**config.mk**
```make
export PLATFORM = sky130hd
export DESIGN_NAME = pcr_ctrl
export DESIGN_NICKNAME = d
export VERILOG_FILES = /design/src/pcr_pkg.sv /design/src/pcr_ctrl.sv
export SDC_FILE = /design/constraint.sdc
export NUM_CORES = 1
export LEC_CHECK = 0
export ABC_AREA = 1
export BUFFER_PORTS_ARGS = -buffer_cell sky130_fd_sc_hd__buf_2
export CAP_MARGIN = 0
export CORE_MARGIN = 3
export CORE_UTILIZATION = 50
export DETAILED_ROUTE_END_ITERATION = 7
export HOLD_SLACK_MARGIN = 0.08
export PLACE_DENSITY = 0.66
export SYNTH_ARGS = -nofsm -noshare
export SYNTH_HDL_FRONTEND = slang
export SYNTH_SLANG_ARGS = --single-unit
export TNS_END_PERCENT = 10
```
**constraint.sdc**
```tcl
create_clock -name clk -period 7.5 [get_ports clk]
set_input_delay 0.375 -clock clk [delete_from_list [all_inputs] [get_ports clk]]
set_output_delay 0.375 -clock clk [all_outputs]
set_load 0.05 [all_outputs]
```
**src/pcr_pkg.sv**
```systemverilog
// constants and types for the phy configuration, power and reset block
// assumes a single 10 MHz system clock and a 16-bit register port
package pcr_pkg;
    localparam int unsigned CLK_HZ          = 10_000_000;
    localparam int unsigned HW_HOLD_MS      = 1;
    localparam int unsigned MS_CYCLES       = CLK_HZ / 1000;
    localparam int unsigned SW_RESET_CYCLES = 16;

    // sleep timeout choices in ms, indexed by the 2-bit timeout field
    localparam int unsigned SLEEP_MS_0 = 3040;
    localparam int unsigned SLEEP_MS_1 = 1040;
    localparam int unsigned SLEEP_MS_2 = 2000;
    localparam int unsigned SLEEP_MS_3 = 2560;

    // register numbers
    localparam logic [4:0] REG_CTRL  = 5'h00;
    localparam logic [4:0] REG_STAT  = 5'h01;
    localparam logic [4:0] REG_ADV   = 5'h04;
    localparam logic [4:0] REG_CFG   = 5'h10;
    localparam logic [4:0] REG_STATE = 5'h11;

    // field positions
    localparam int CTRL_RESET  = 15;
    localparam int CTRL_SPEED  = 13;
    localparam int CTRL_AN     = 12;
    localparam int CTRL_PDOWN  = 11;
    localparam int CTRL_DUPLEX = 8;
    localparam int ADV_100FD   = 8;
    localparam int ADV_COPPER_100_MODE   = 7;
    localparam int ADV_10FD    = 6;
    localparam int ADV_10T     = 5;
    localparam int CFG_SLEEP   = 6;
    localparam int CFG_TMO_LO  = 3;
    localparam int STAT_LINK   = 2;

    // reset values
    localparam logic [15:0] CTRL_RESET_VAL = 16'h0000;
    localparam logic [15:0] ADV_RESET_VAL  = 16'h01E1;
    localparam logic [15:0] CFG_RESET_VAL  = 16'h0000;
    localparam logic [15:0] STAT_BASE_VAL  = 16'h0000;

    typedef enum logic [2:0] {
        OPM_FIBER100, OPM_TX100_FD, OPM_TX100_HD,
        OPM_T10_FD, OPM_T10_HD, OPM_AUTONEG
    } pcr_opmode_t;

    typedef enum logic [1:0] {SLP_AWAKE, SLP_ASLEEP, SLP_CHECK} pcr_sleep_t;
endpackage

```
**src/pcr_ctrl.sv**
```systemverilog
// start-up configuration, reset and power-state control of the phy
// assumes pins arrive asynchronously and the register port runs on clk
//
// Functional notes
// re-evaluate link configuration at power-on, any reset and link failure
// managed mode: straps only give defaults, then registers rule
// hardware mode: register writes blocked, straps load at each reset
// modes: fiber, 100 full/half, 10 full/half, or autonegotiation
// forced mode applies at once; otherwise autonegotiation is started
// power-down pin stops port and clock, tristates pads, refuses access
// control power-down bit shuts the port, registers stay accessible
// sleep enabled by pin, or by config bit in managed mode
// sleep after no line energy for the selected timeout
// register port keeps working while asleep
// energy wakes the port; no link within timeout means sleep again
// sleep never active in fiber mode
// hardware reset latches autoneg and speed setup from straps
// software reset restores last latched strap values, no resample
// registers unavailable for 1 ms after hardware reset release
// registers readable during software reset; bit clears when done
// software polls the reset bit until it reads zero
// three led pins give the strap bits, open-drain or open-source
// strap1 low: autoneg off, speed and duplex from straps 2 and 3
// strap1 high: autoneg on, advertisement bits derived from straps
// management clock no faster than 8 MHz; the register port here runs on the 10 MHz clk
// disable pin high: hardware mode, register access blocked
// sleep timers count on the clock and restart on line energy
// straps sampled at reset release and kept for software resets
`timescale 1ns/1ns
module pcr_ctrl #(
    parameter int unsigned MS_CYCLES = pcr_pkg::MS_CYCLES
) (
    // clock and reset
    input  wire logic               clk,
    input  wire logic               sys_rst,
    // register port
    input  wire logic [4:0]         regAddr,
    input  wire logic [15:0]        regWdata,
    input  wire logic               regWr,
    input  wire logic               regRd,
    output logic      [15:0]        regRdata,
    // pins
    input  wire logic               hwPowerdownPin,
    input  wire logic               mgmtDisablePin,
    input  wire logic               sleepPin,
    input  wire logic               fiberDetectPin,
    input  wire logic [2:0]         ledStrapPin,
    output logic      [2:0]         ledStrapOut,
    output logic      [2:0]         ledStrapOeN,
    // line side
    input  wire logic [2:0]         ledDrive,
    input  wire logic               lineEnergy,
    input  wire logic               linkUp,
    // port control
    output logic                    portEnable,
    output logic                    clockEnable,
    output logic                    padTristate,
    output logic                    pullEnable,
    output logic                    regReady,
    output logic                    cfgApply,
    output logic                    anStart,
    output pcr_pkg::pcr_opmode_t    opMode,
    output logic                    speed100,
    output logic                    fullDuplex,
    output logic                    anEnable,
    output logic                    fiberMode,
    output logic                    sleepActive
);
    import pcr_pkg::*;

    localparam int unsigned HOLD_CYCLES = HW_HOLD_MS * MS_CYCLES;

    ////////////////////////////////////////////////////////////////////////
    // synchronisers: no reset so the straps are valid at release
    logic [7:0]  pinMeta;
    logic [7:0]  pinSync;
    always_ff @(posedge clk) begin
        pinMeta <= {ledStrapPin, fiberDetectPin, lineEnergy, sleepPin,
                    mgmtDisablePin, hwPowerdownPin};
        pinSync <= pinMeta;
    end
    logic pdnSync;
    logic mdisSync;
    logic sleepSync;
    logic energySync;
    logic fiberSync;
    assign pdnSync    = pinSync[0];
    assign mdisSync   = pinSync[1];
    assign sleepSync  = pinSync[2];
    assign energySync = pinSync[3];
    assign fiberSync  = pinSync[4];

    ////////////////////////////////////////////////////////////////////////
    // strap latch
    logic       strapTaken;
    logic [2:0] strapLatched;
    logic       fiberLatched;
    always_ff @(posedge clk or posedge sys_rst) begin
        if (sys_rst) begin
            strapTaken   <= 1'b0;
            strapLatched <= 3'h0;
            fiberLatched <= 1'b0;
        end else if (!strapTaken) begin
            strapTaken   <= 1'b1;
            strapLatched <= pinSync[7:5];
            fiberLatched <= fiberSync;
        end
    end

    function automatic logic [15:0] strapCtrl(input logic [2:0] s);
        logic [15:0] c;
        c = CTRL_RESET_VAL;
        c[CTRL_AN]     = s[0];
        c[CTRL_SPEED]  = s[0] | s[1];
        c[CTRL_DUPLEX] = s[2];
        return c;
    endfunction

    function automatic logic [15:0] strapAdv(input logic [2:0] s,
                                             input logic [15:0] old);
        logic [15:0] a;
        a = old;
        if (s[0]) begin
            a[ADV_100FD] = s[2];
            a[ADV_COPPER_100_MODE] = 1'b1;
            a[ADV_10FD]  = s[1] & s[2];
            a[ADV_10T]   = s[1];
        end
        return a;
    endfunction

    ////////////////////////////////////////////////////////////////////////
    // post-reset hold; the counter stops once the hold is over
    logic [31:0] holdCnt;
    always_ff @(posedge clk or posedge sys_rst) begin
        if (sys_rst) begin
            holdCnt  <= 32'h0;
            regReady <= 1'b0;
        end else if (!regReady) begin
            holdCnt  <= holdCnt + 32'h1;
            regReady <= (holdCnt == HOLD_CYCLES - 1);
        end
    end

    ////////////////////////////////////////////////////////////////////////
    // register port
    logic [15:0] ctrl;
    logic [15:0] adv;
    logic [15:0] cfg;
    logic [7:0]  swRstCnt;
    logic        accessOk;
    logic        wrOk;
    logic        swDone;
    pcr_sleep_t  slpState;

    // hardware mode and power-down both shut the port out
    assign accessOk = regReady & ~mdisSync & ~pdnSync;
    assign wrOk     = regWr & accessOk;
    assign swDone   = ctrl[CTRL_RESET] && (swRstCnt == 8'h1);

    always_ff @(posedge clk or posedge sys_rst) begin
        if (sys_rst) begin
            ctrl     <= CTRL_RESET_VAL;
            adv      <= ADV_RESET_VAL;
            cfg      <= CFG_RESET_VAL;
            swRstCnt <= 8'h0;
        end else if (!strapTaken) begin
            ctrl <= strapCtrl(pinSync[7:5]);
            adv  <= strapAdv(pinSync[7:5], ADV_RESET_VAL);
        end else if (wrOk && regAddr == REG_CTRL &&
                     regWdata[CTRL_RESET] &&
                     (!ctrl[CTRL_RESET] || swDone)) begin
            // a new request beats the completion in the same cycle
            ctrl[CTRL_RESET] <= 1'b1;
            swRstCnt         <= 8'(SW_RESET_CYCLES);
        end else if (ctrl[CTRL_RESET]) begin
            swRstCnt <= swRstCnt - 8'h1;
            if (swDone) begin
                ctrl <= strapCtrl(strapLatched);
                adv  <= strapAdv(strapLatched, adv);
                cfg  <= CFG_RESET_VAL;
            end
        end else if (wrOk) begin
            case (regAddr)
                REG_CTRL: ctrl <= regWdata;
                REG_ADV:  adv  <= regWdata;
                REG_CFG:  cfg  <= regWdata;
                default:  ;
            endcase
        end
    end

    // read answer stands for one cycle only; still served while asleep
    always_ff @(posedge clk or posedge sys_rst) begin
        if (sys_rst) begin
            regRdata <= 16'h0;
        end else if (regRd && accessOk) begin
            case (regAddr)
                REG_CTRL:  regRdata <= ctrl;
                REG_STAT:  regRdata <= STAT_BASE_VAL |
                                       (16'(linkUp) << STAT_LINK);
                REG_ADV:   regRdata <= adv;
                REG_CFG:   regRdata <= cfg;
                REG_STATE: regRdata <= {9'h0, mdisSync, fiberLatched,
                                        opMode, slpState};
                default:   regRdata <= 16'h0;
            endcase
        end else begin
            regRdata <= 16'h0;
        end
    end

    ////////////////////////////////////////////////////////////////////////
    // configuration evaluation
    logic portRun;
    logic portRunPrev;
    logic linkPrev;
    logic ctrlChanged;
    logic evalReq;
    assign portRun = strapTaken & ~pdnSync & ~ctrl[CTRL_PDOWN];
    // a write or reload lands at its edge; evaluate a cycle later on it
    assign evalReq = portRun & (~portRunPrev | ctrlChanged |
                     (linkPrev & ~linkUp));

    function automatic pcr_opmode_t decodeMode(input logic [15:0] c,
                                               input logic fib);
        if (fib)
            return OPM_FIBER100;
        else if (c[CTRL_AN])
            return OPM_AUTONEG;
        else if (c[CTRL_SPEED])
            return c[CTRL_DUPLEX] ? OPM_TX100_FD : OPM_TX100_HD;
        else
            return c[CTRL_DUPLEX] ? OPM_T10_FD : OPM_T10_HD;
    endfunction

    always_ff @(posedge clk or posedge sys_rst) begin
        if (sys_rst) begin
            portRunPrev <= 1'b0;
            linkPrev    <= 1'b0;
            ctrlChanged <= 1'b0;
            cfgApply    <= 1'b0;
            anStart     <= 1'b0;
            opMode      <= OPM_AUTONEG;
        end else begin
            portRunPrev <= portRun;
            linkPrev    <= linkUp;
            ctrlChanged <= swDone | (wrOk & (regAddr == REG_CTRL));
            cfgApply    <= evalReq;
            anStart     <= evalReq & ctrl[CTRL_AN] & ~fiberLatched;
            if (evalReq)
                opMode <= decodeMode(ctrl, fiberLatched);
        end
    end

    ////////////////////////////////////////////////////////////////////////
    // sleep
    logic        sleepEn;
    logic [31:0] slpCyc;
    logic [11:0] slpMs;
    logic [11:0] slpLimit;
    logic        slpTimeout;

    // fiber never sleeps: its signal-detect input is not twisted-pair energy
    assign sleepEn = (mdisSync ? sleepSync : cfg[CFG_SLEEP])
                     & ~fiberLatched & portRun;

    always_comb begin
        case (cfg[CFG_TMO_LO +: 2])
            2'h0:    slpLimit = 12'(SLEEP_MS_0);
            2'h1:    slpLimit = 12'(SLEEP_MS_1);
            2'h2:    slpLimit = 12'(SLEEP_MS_2);
            default: slpLimit = 12'(SLEEP_MS_3);
        endcase
    end
    assign slpTimeout = (slpMs == slpLimit);

    always_ff @(posedge clk or posedge sys_rst) begin
        if (sys_rst) begin
            slpState <= SLP_AWAKE;
            slpCyc   <= 32'h0;
            slpMs    <= 12'h0;
        end else if (!sleepEn) begin
            slpState <= SLP_AWAKE;
            slpCyc   <= 32'h0;
            slpMs    <= 12'h0;
        end else begin
            if (slpCyc == MS_CYCLES - 1) begin
                slpCyc <= 32'h0;
                slpMs  <= slpMs + 12'h1;
            end else begin
                slpCyc <= slpCyc + 32'h1;
            end
            case (slpState)
                SLP_AWAKE: begin
                    if (energySync) begin
                        slpCyc <= 32'h0;
                        slpMs  <= 12'h0;
                    end else if (slpTimeout) begin
                        slpState <= SLP_ASLEEP;
                    end
                end
                SLP_ASLEEP: begin
                    slpCyc <= 32'h0;
                    slpMs  <= 12'h0;
                    if (energySync)
                        slpState <= SLP_CHECK;
                end
                SLP_CHECK: begin
                    if (linkUp) begin
                        slpState <= SLP_AWAKE;
                        slpCyc   <= 32'h0;
                        slpMs    <= 12'h0;
                    end else if (slpTimeout) begin
                        slpState <= SLP_ASLEEP;
                    end
                end
                default: slpState <= SLP_AWAKE;
            endcase
        end
    end

    ////////////////////////////////////////////////////////////////////////
    // port and pad outputs
    always_ff @(posedge clk or posedge sys_rst) begin
        if (sys_rst) begin
            portEnable  <= 1'b0;
            clockEnable <= 1'b0;
            padTristate <= 1'b1;
            pullEnable  <= 1'b0;
            speed100    <= 1'b0;
            fullDuplex  <= 1'b0;
            anEnable    <= 1'b0;
            fiberMode   <= 1'b0;
            sleepActive <= 1'b0;
            ledStrapOut <= 3'h0;
            ledStrapOeN <= 3'h7;
        end else begin
            portEnable  <= portRun && slpState != SLP_ASLEEP;
            clockEnable <= ~pdnSync;
            padTristate <= pdnSync;
            pullEnable  <= ~pdnSync;
            speed100    <= ctrl[CTRL_SPEED] | fiberLatched;
            fullDuplex  <= ctrl[CTRL_DUPLEX];
            anEnable    <= ctrl[CTRL_AN];
            fiberMode   <= fiberLatched;
            sleepActive <= (slpState == SLP_ASLEEP);
            // drive toward the level opposite the strap wiring
            ledStrapOut <= ~strapLatched;
            ledStrapOeN <= ~(ledDrive & {3{strapTaken & ~pdnSync}});
        end
    end
endmodule

```
==> results.sh, run 1 <==
export IMPL_drc=0
export IMPL_worst_clock_skew_ps=17.32
export IMPL_antenna_cells=0
export IMPL_critPathBufInv=2
export IMPL_wire_per_inst_um=14.70
export IMPL_critPathMaxStageDelay_ps=640
export IMPL_syn_avg_cell_area_um2=8.385
export IMPL_fmax_ghz=0.4496
export IMPL_synth_most_common_cell="nand2_1"
export IMPL_min_path_type="input port to flop"
export IMPL_dp_hpwl_mm=15.81
export IMPL_worstSetupEndpointType="flop"
export IMPL_synth_largest_area_cell="dfrtp_1"
export IMPL_fin_ws_ps=5276
export IMPL_drt_wl_total_mm=22.13
export IMPL_async_flop_share_pct=91.75
export IMPL_cts_buffers=17
export IMPL_crit_fanout=23
export IMPL_start_util_pct=51.16
export IMPL_final_setup_tns_ps=0
export IMPL_ys_warnings_count=0
export IMPL_peakVddDrop_uv=148.6
export IMPL_ys_seq_area_share_pct=49.70
export IMPL_rows=50
export IMPL_critPathRequiredTime_ps=7860
export IMPL_ys_flop_type="dfrtp_1"
export IMPL_antenna_left=0
export IMPL_place_congestion=0.8906
export IMPL_cts_buffer_depth=2
export IMPL_synth_top_area_share_pct=43.38
export IMPL_synth_edf_count=0
export IMPL_h_tree_depth=4
export IMPL_rsz0062_at_grt="no"
export IMPL_cap_violations=0
export IMPL_nNetsFinal=1280
export IMPL_final_setup_viol_count=0
export IMPL_cts_sinks=194
export IMPL_start_kind="flop"
export IMPL_dieArea_um2=20970
export IMPL_worst_pin_slew_ps=1021
export IMPL_grt_pass1_vias=7441
export IMPL_final_layout_size_suffix_gt1_share_pct=16.14
export IMPL_ys_types=53
export IMPL_grt_max_degree=116
export IMPL_worstPathCellList="inv_1 > nand3_2 > inv_1 > nand2_1 > o21ai_0 > nand2_1"
export IMPL_status="completed"
export IMPL_period_needed_ps=2224
export IMPL_grt_antenna_before_repair=0
export IMPL_maxSlewViolCount=0
export IMPL_syn_nets=1197
export IMPL_cts_setup_buffers=0
export IMPL_worst_path_max_delay_cell="inv_1"
export IMPL_grt_pass1_wl_mm=36.24
export IMPL_hold_violations=0
export IMPL_relSlewSlack_pct=31.94
export IMPL_core_area_um2=18830
export IMPL_worst_hold_slack_ps=103.5
export IMPL_syn_cell_area_um2=9634
export IMPL_syn_inst=1149
export IMPL_dieWidth_um=144.8
export IMPL_ys_ff_latch=194
export IMPL_p_leak_nw=5.049
export IMPL_dr_total_vias=7771
export IMPL_p_per_area_nw_per_um2=194.7
export IMPL_track_usage_pct=21.66
export IMPL_cts_tree="done"
export IMPL_fillCellCount=1724
export IMPL_drt_iter0_markers=487
export IMPL_numPortBuffers=73
export IMPL_crit_type="flop to flop"
export IMPL_cp_data_arrival_time_ps=2590
export IMPL_synthTopCellsByArea="dfrtp_1 43%, nand2_1 11%, inv_1 5.2%"
export IMPL_synthToLayoutAreaGrowth_pct=13.01
export IMPL_dr_pass1_iters=5
export IMPL_hold_buffers=10
export IMPL_period_share_pct=29.65
export IMPL_synthTopCellsByCount="278 x nand2_1, 167 x dfrtp_1, 134 x inv_1"
export IMPL_overflow=0
export IMPL_fin_util_pct=57.82
export IMPL_avgViaCountPerCell=5.163
export IMPL_cts_reportedPaths_clkPinSlew_ps=80
export IMPL_cts_root_buf="clkbuf_16"
export IMPL_crit_family="buffers and inverters"
export IMPL_chipHeight_um=144.8
export IMPL_pre_cts_ws_ps=5348
export IMPL_post_cts_resized=0
export IMPL_io_pins=74
export IMPL_clk_latency_ps=440
## final timing paths
| path | end | cells past startpoint | from | slack, ps |
|---|---|---|---|---|
| worst max-delay path | adv[0] | 6 | ctrl[15] | 5280 |
| worst min-delay path | linkPrev | 1 | linkUp | 100 |
| worst max register to register | adv[0] | 6 | ctrl[15] | 5280 |
| worst min register to register | padTristate | 0 | pinSync[0] | 320 |
| max in group asynchronous | ctrl[4] | 3 | sys_rst | 5900 |
| min in group asynchronous | holdCnt[15] | 2 | sys_rst | 160 |
## worst register-to-register path, cell delays in order (launching register included)
cell     delay, ps
dfrtp_1        490
inv_1          650
nand3_2        550
inv_1          250
nand2_1         70
o21ai_0         80
nand2_1         70
## through the flow
step                instances  power [mW]  instance area, um^2
floorplan                1149       1.175                 9634
global placement         1463       1.218                10190
detailed placement       1463       1.219                10190
CTS                      1505       2.134                10890
global route             1505       2.194                10890
finish                   1505       2.120                10890
## cell type report
cell class                 instances  area (um^2)  share of cell area [%]
inverter                         148        568.0                   5.217
sequential                       194         4788                   43.98
clock inverter                    15        173.9                   1.597
timing repair buffer              85        480.5                   4.413
multi-input combinational        786         4126                   37.90
clock buffer                      17        425.4                   3.907
tap                              260        325.3                   2.988
## state kept, by name (all words and copies together), names as in the netlist, 12 cells and up
register / flops
adv: 16
cfg: 16
ctrl: 16
holdCnt: 32
regRdata: 16
slpCyc: 32
slpMs: 12
## cell usage in the layout (no fill, tap or decap), types with 16 or more instances in the layout
| cell type | Yosys | layout |
|---|---|---|
| a21oi_1 | 25 | 25 |
| dfxtp_1 | 16 | 16 |
| nor2_1 | 127 | 127 |
| xor2_1 | 29 | 29 |
| buf_2 | 5 | 73 |
| inv_1 | 134 | 133 |
| nand4_1 | 20 | 20 |
| clkbuf_16 | 0 | 17 |
| nor3_1 | 24 | 24 |
| nand3_1 | 72 | 72 |
| nand2_1 | 278 | 278 |
| dfrtp_1 | 167 | 167 |
| o21ai_0 | 58 | 58 |
## logic make-up after synthesis
group | count (synthesis) | share of synthesized area [%]
other cells | 1 | 0.03892
compound gates | 146 | 9.364
flops | 194 | 49.70
simple gates | 586 | 28.18
buf+inv | 169 | 7.467
xor+xnor | 42 | 3.818
fa+ha+maj | 11 | 1.429
## where the power goes
part	internal (mW)	switching, mW	total, mW
clock	0.452	0.467	0.919
combinational	0.0287	0.0923	0.121
sequential	1.07	0.0126	1.08
total	1.55	0.572	2.12
## routing by layer
layer  up-vias  GRT usage, %  routed length [um]
li1       3874             -                   -
met1      3687         31.91               10960
met2       179         32.77                9750
met3        31         4.141                1022
met4         0         6.087                 398
met5         -             0                   0
Note: power is estimated with default switching activity, not from simulation.
==> inputs of run 2 (changes only) <==
--- a/config.mk
+++ b/config.mk
@@ -12,7 +12,7 @@
 export CORE_UTILIZATION = 50
 export DETAILED_ROUTE_END_ITERATION = 7
 export HOLD_SLACK_MARGIN = 0.08
-export PLACE_DENSITY = 0.66
+export PLACE_DENSITY = 0.69
 export SYNTH_ARGS = -nofsm -noshare
 export SYNTH_HDL_FRONTEND = slang
 export SYNTH_SLANG_ARGS = --single-unit
==> constraint.sdc (replaced) <==
create_clock -name clk -period 1.9 [get_ports clk]
set_input_delay 0.095 -clock clk [delete_from_list [all_inputs] [get_ports clk]]
set_output_delay 0.095 -clock clk [all_outputs]
set_load 0.05 [all_outputs]
==> run 2 against run 1 <==
Compared with the run above: sequential cell count unchanged; fmax increased by 27%; total power increased to 4.0 times the previous value; clock power increased to 4.0 times the previous value; first-iteration DRC count increased by 12%; critical endpoint is now ctrl[9].
==> results.sh, run 2 (same netlist as run 1, synthesis figures left out) <==
export IMPL_nNetsFinal=1327
export IMPL_crit_family="compound AO/OA/AOI/OAI gates"
export IMPL_period_share_pct=92.27
export IMPL_final_setup_tns_ps=0
export IMPL_relSlewSlack_pct=60.49
export IMPL_grt_max_degree=49
export IMPL_h_tree_depth=4
export IMPL_critPathMaxStageDelay_ps=400
export IMPL_r2r_start="swRstCnt[1]"
export IMPL_drt_iter0_markers=546
export IMPL_drc=0
export IMPL_synthToLayoutAreaGrowth_pct=18.73
export IMPL_dp_hpwl_mm=16.60
export IMPL_dieWidth_um=144.8
export IMPL_fmax_ghz=0.5704
export IMPL_p_per_area_nw_per_um2=742.6
export IMPL_grt_pass1_wl_mm=37.85
export IMPL_cts_root_buf="clkbuf_16"
export IMPL_cp_data_arrival_time_ps=2070
export IMPL_chipHeight_um=144.8
export IMPL_period_needed_ps=1753
export IMPL_peakVddDrop_uv=612.1
export IMPL_cts_tree="done"
export IMPL_dr_total_vias=8056
export IMPL_dr_pass1_iters=5
export IMPL_numPortBuffers=73
export IMPL_worstPathCellList="inv_1 > ha_1 > nand3_1 > nor2_2 > nor2_2 > o21ai_4 > o21ai_4 > nand2_1 > o21ai_0"
export IMPL_grt_antenna_before_repair=0
export IMPL_worstSetupEndpointType="flop"
export IMPL_cts_reportedPaths_clkPinSlew_ps=80
export IMPL_core_area_um2=18830
export IMPL_fillCellCount=1625
export IMPL_p_leak_nw=5.315
export IMPL_clk_latency_ps=440
export IMPL_final_layout_size_suffix_gt1_share_pct=18.34
export IMPL_worst_pin_slew_ps=588.2
export IMPL_worst_path_max_delay_cell="dfrtp_1"
export IMPL_total_power_mw=8.494
export IMPL_critPathRequiredTime_ps=2220
export IMPL_maxSlewViolCount=0
export IMPL_drt_wl_total_mm=22.97
export IMPL_cts_buffers=17
export IMPL_rr_endpoint="ctrl[9]"
export IMPL_start_util_pct=51.16
export IMPL_antenna_left=0
export IMPL_status="completed"
export IMPL_place_congestion=0.8891
export IMPL_avgViaCountPerCell=5.191
export IMPL_wire_per_inst_um=14.80
export IMPL_crit_fanout=18
export IMPL_rrSetupSlack_ps=150
export IMPL_cts_sinks=194
export IMPL_min_path_cells=5
export IMPL_multiInputGateArea_um2=4165
export IMPL_track_usage_pct=22.69
export IMPL_start_kind="flop"
export IMPL_cts_buffer_depth=2
export IMPL_critPathBufInv=1
export IMPL_final_common_cell="nand2_1"
export IMPL_regArea_um2=4791
export IMPL_worst_clock_skew_ps=12.16
export IMPL_rsz0062_at_grt="yes"
export IMPL_final_setup_viol_count=0
export IMPL_grt_pass1_vias=7733
export IMPL_hold_violations=0
export IMPL_dieArea_um2=20970
export IMPL_min_from="regWr"
export IMPL_crit_type="flop to flop"
export IMPL_top_regs="holdCnt (32), slpCyc (32)"
export IMPL_layout_cells_most_common_list="275 x nand2_1, 165 x dfrtp_1, 133 x inv_1, 126 x nor2_1, 73 x buf_2"
export IMPL_min_path_type="input port to flop"
export IMPL_min_to="ctrlChanged"
export IMPL_cap_violations=0
export IMPL_ff2ff_path_depth=9
export IMPL_overflow=0
export IMPL_io_pins=74
export IMPL_rows=50
export IMPL_antenna_cells=0
==> run 2: cell type report <==
cell class	count	area share, %
clock buffers	17	3.719
clock inverters	15	1.805
inverters	148	5.065
multi-input cells	786	36.41
flip-flops and latches	194	41.88
well taps	260	2.844
repair buffers	132	8.270
==> run 2: what timing repair did <==
item	CTS	global route
setup endpoints to repair	0	44
endpoints found under the hold margin	225	0
hold buffers	30	0
gates resized for setup	0	17
setup buffers	0	3
==> run 2: worst min-delay path, cell delays in order <==
cell     delay, ps
buf_2          120
inv_1           60
nor2_2          50
nand2_2        100
nand2_1        110
==> run 2: report_power, final <==
group	internal [mW]	switching, mW
sequential	4.21	0.0490
clock	1.81	1.88
combinational	0.167	0.372
==> run 2: through the flow <==
step | cells | hold WS (ps) | util [%] | instance area [um^2] | setup slack, ps
finish | 1552 | 139.9 | 60.74 | 11440 | 147.0
floorplan | 1149 | 122.7 | - | 9638 | -466.6
CTS | 1549 | 118.0 | 60.34 | 11360 | 36.40
global route | 1552 | 169.0 | 60.74 | 11440 | -7.329
detailed placement | 1487 | 102.8 | 55.39 | 10430 | 52.92
global placement | 1487 | 101.8 | 55.39 | 10430 | 145.9
==> run 2: worst max path at each step <==
| stage | start | endpoint | cells after the start | slack [ps] |
|---|---|---|---|---|
| floorplan | sys_rst | adv[10] | 1 | -470 |
| global placement | holdCnt[0] | holdCnt[22] | 9 | 150 |
| detailed placement | slpCyc[0] | slpCyc[4] | 10 | 50 |
| CTS | slpCyc[0] | slpCyc[4] | 10 | 40 |
| global route | swRstCnt[1] | ctrl[4] | 9 | -7 |
| finish | swRstCnt[1] | ctrl[9] | 9 | 150 |
==> run 2: metal layers <==
layer | vias up | global-route usage (%) | share of wire, %
met2 | 199 | 36.33 | 47
met3 | 43 | 3.976 | 4.6
met5 | - | 0 | 0
met1 | 3837 | 31.46 | 46
li1 | 3977 | - | -
met4 | 0 | 7.413 | 2.4
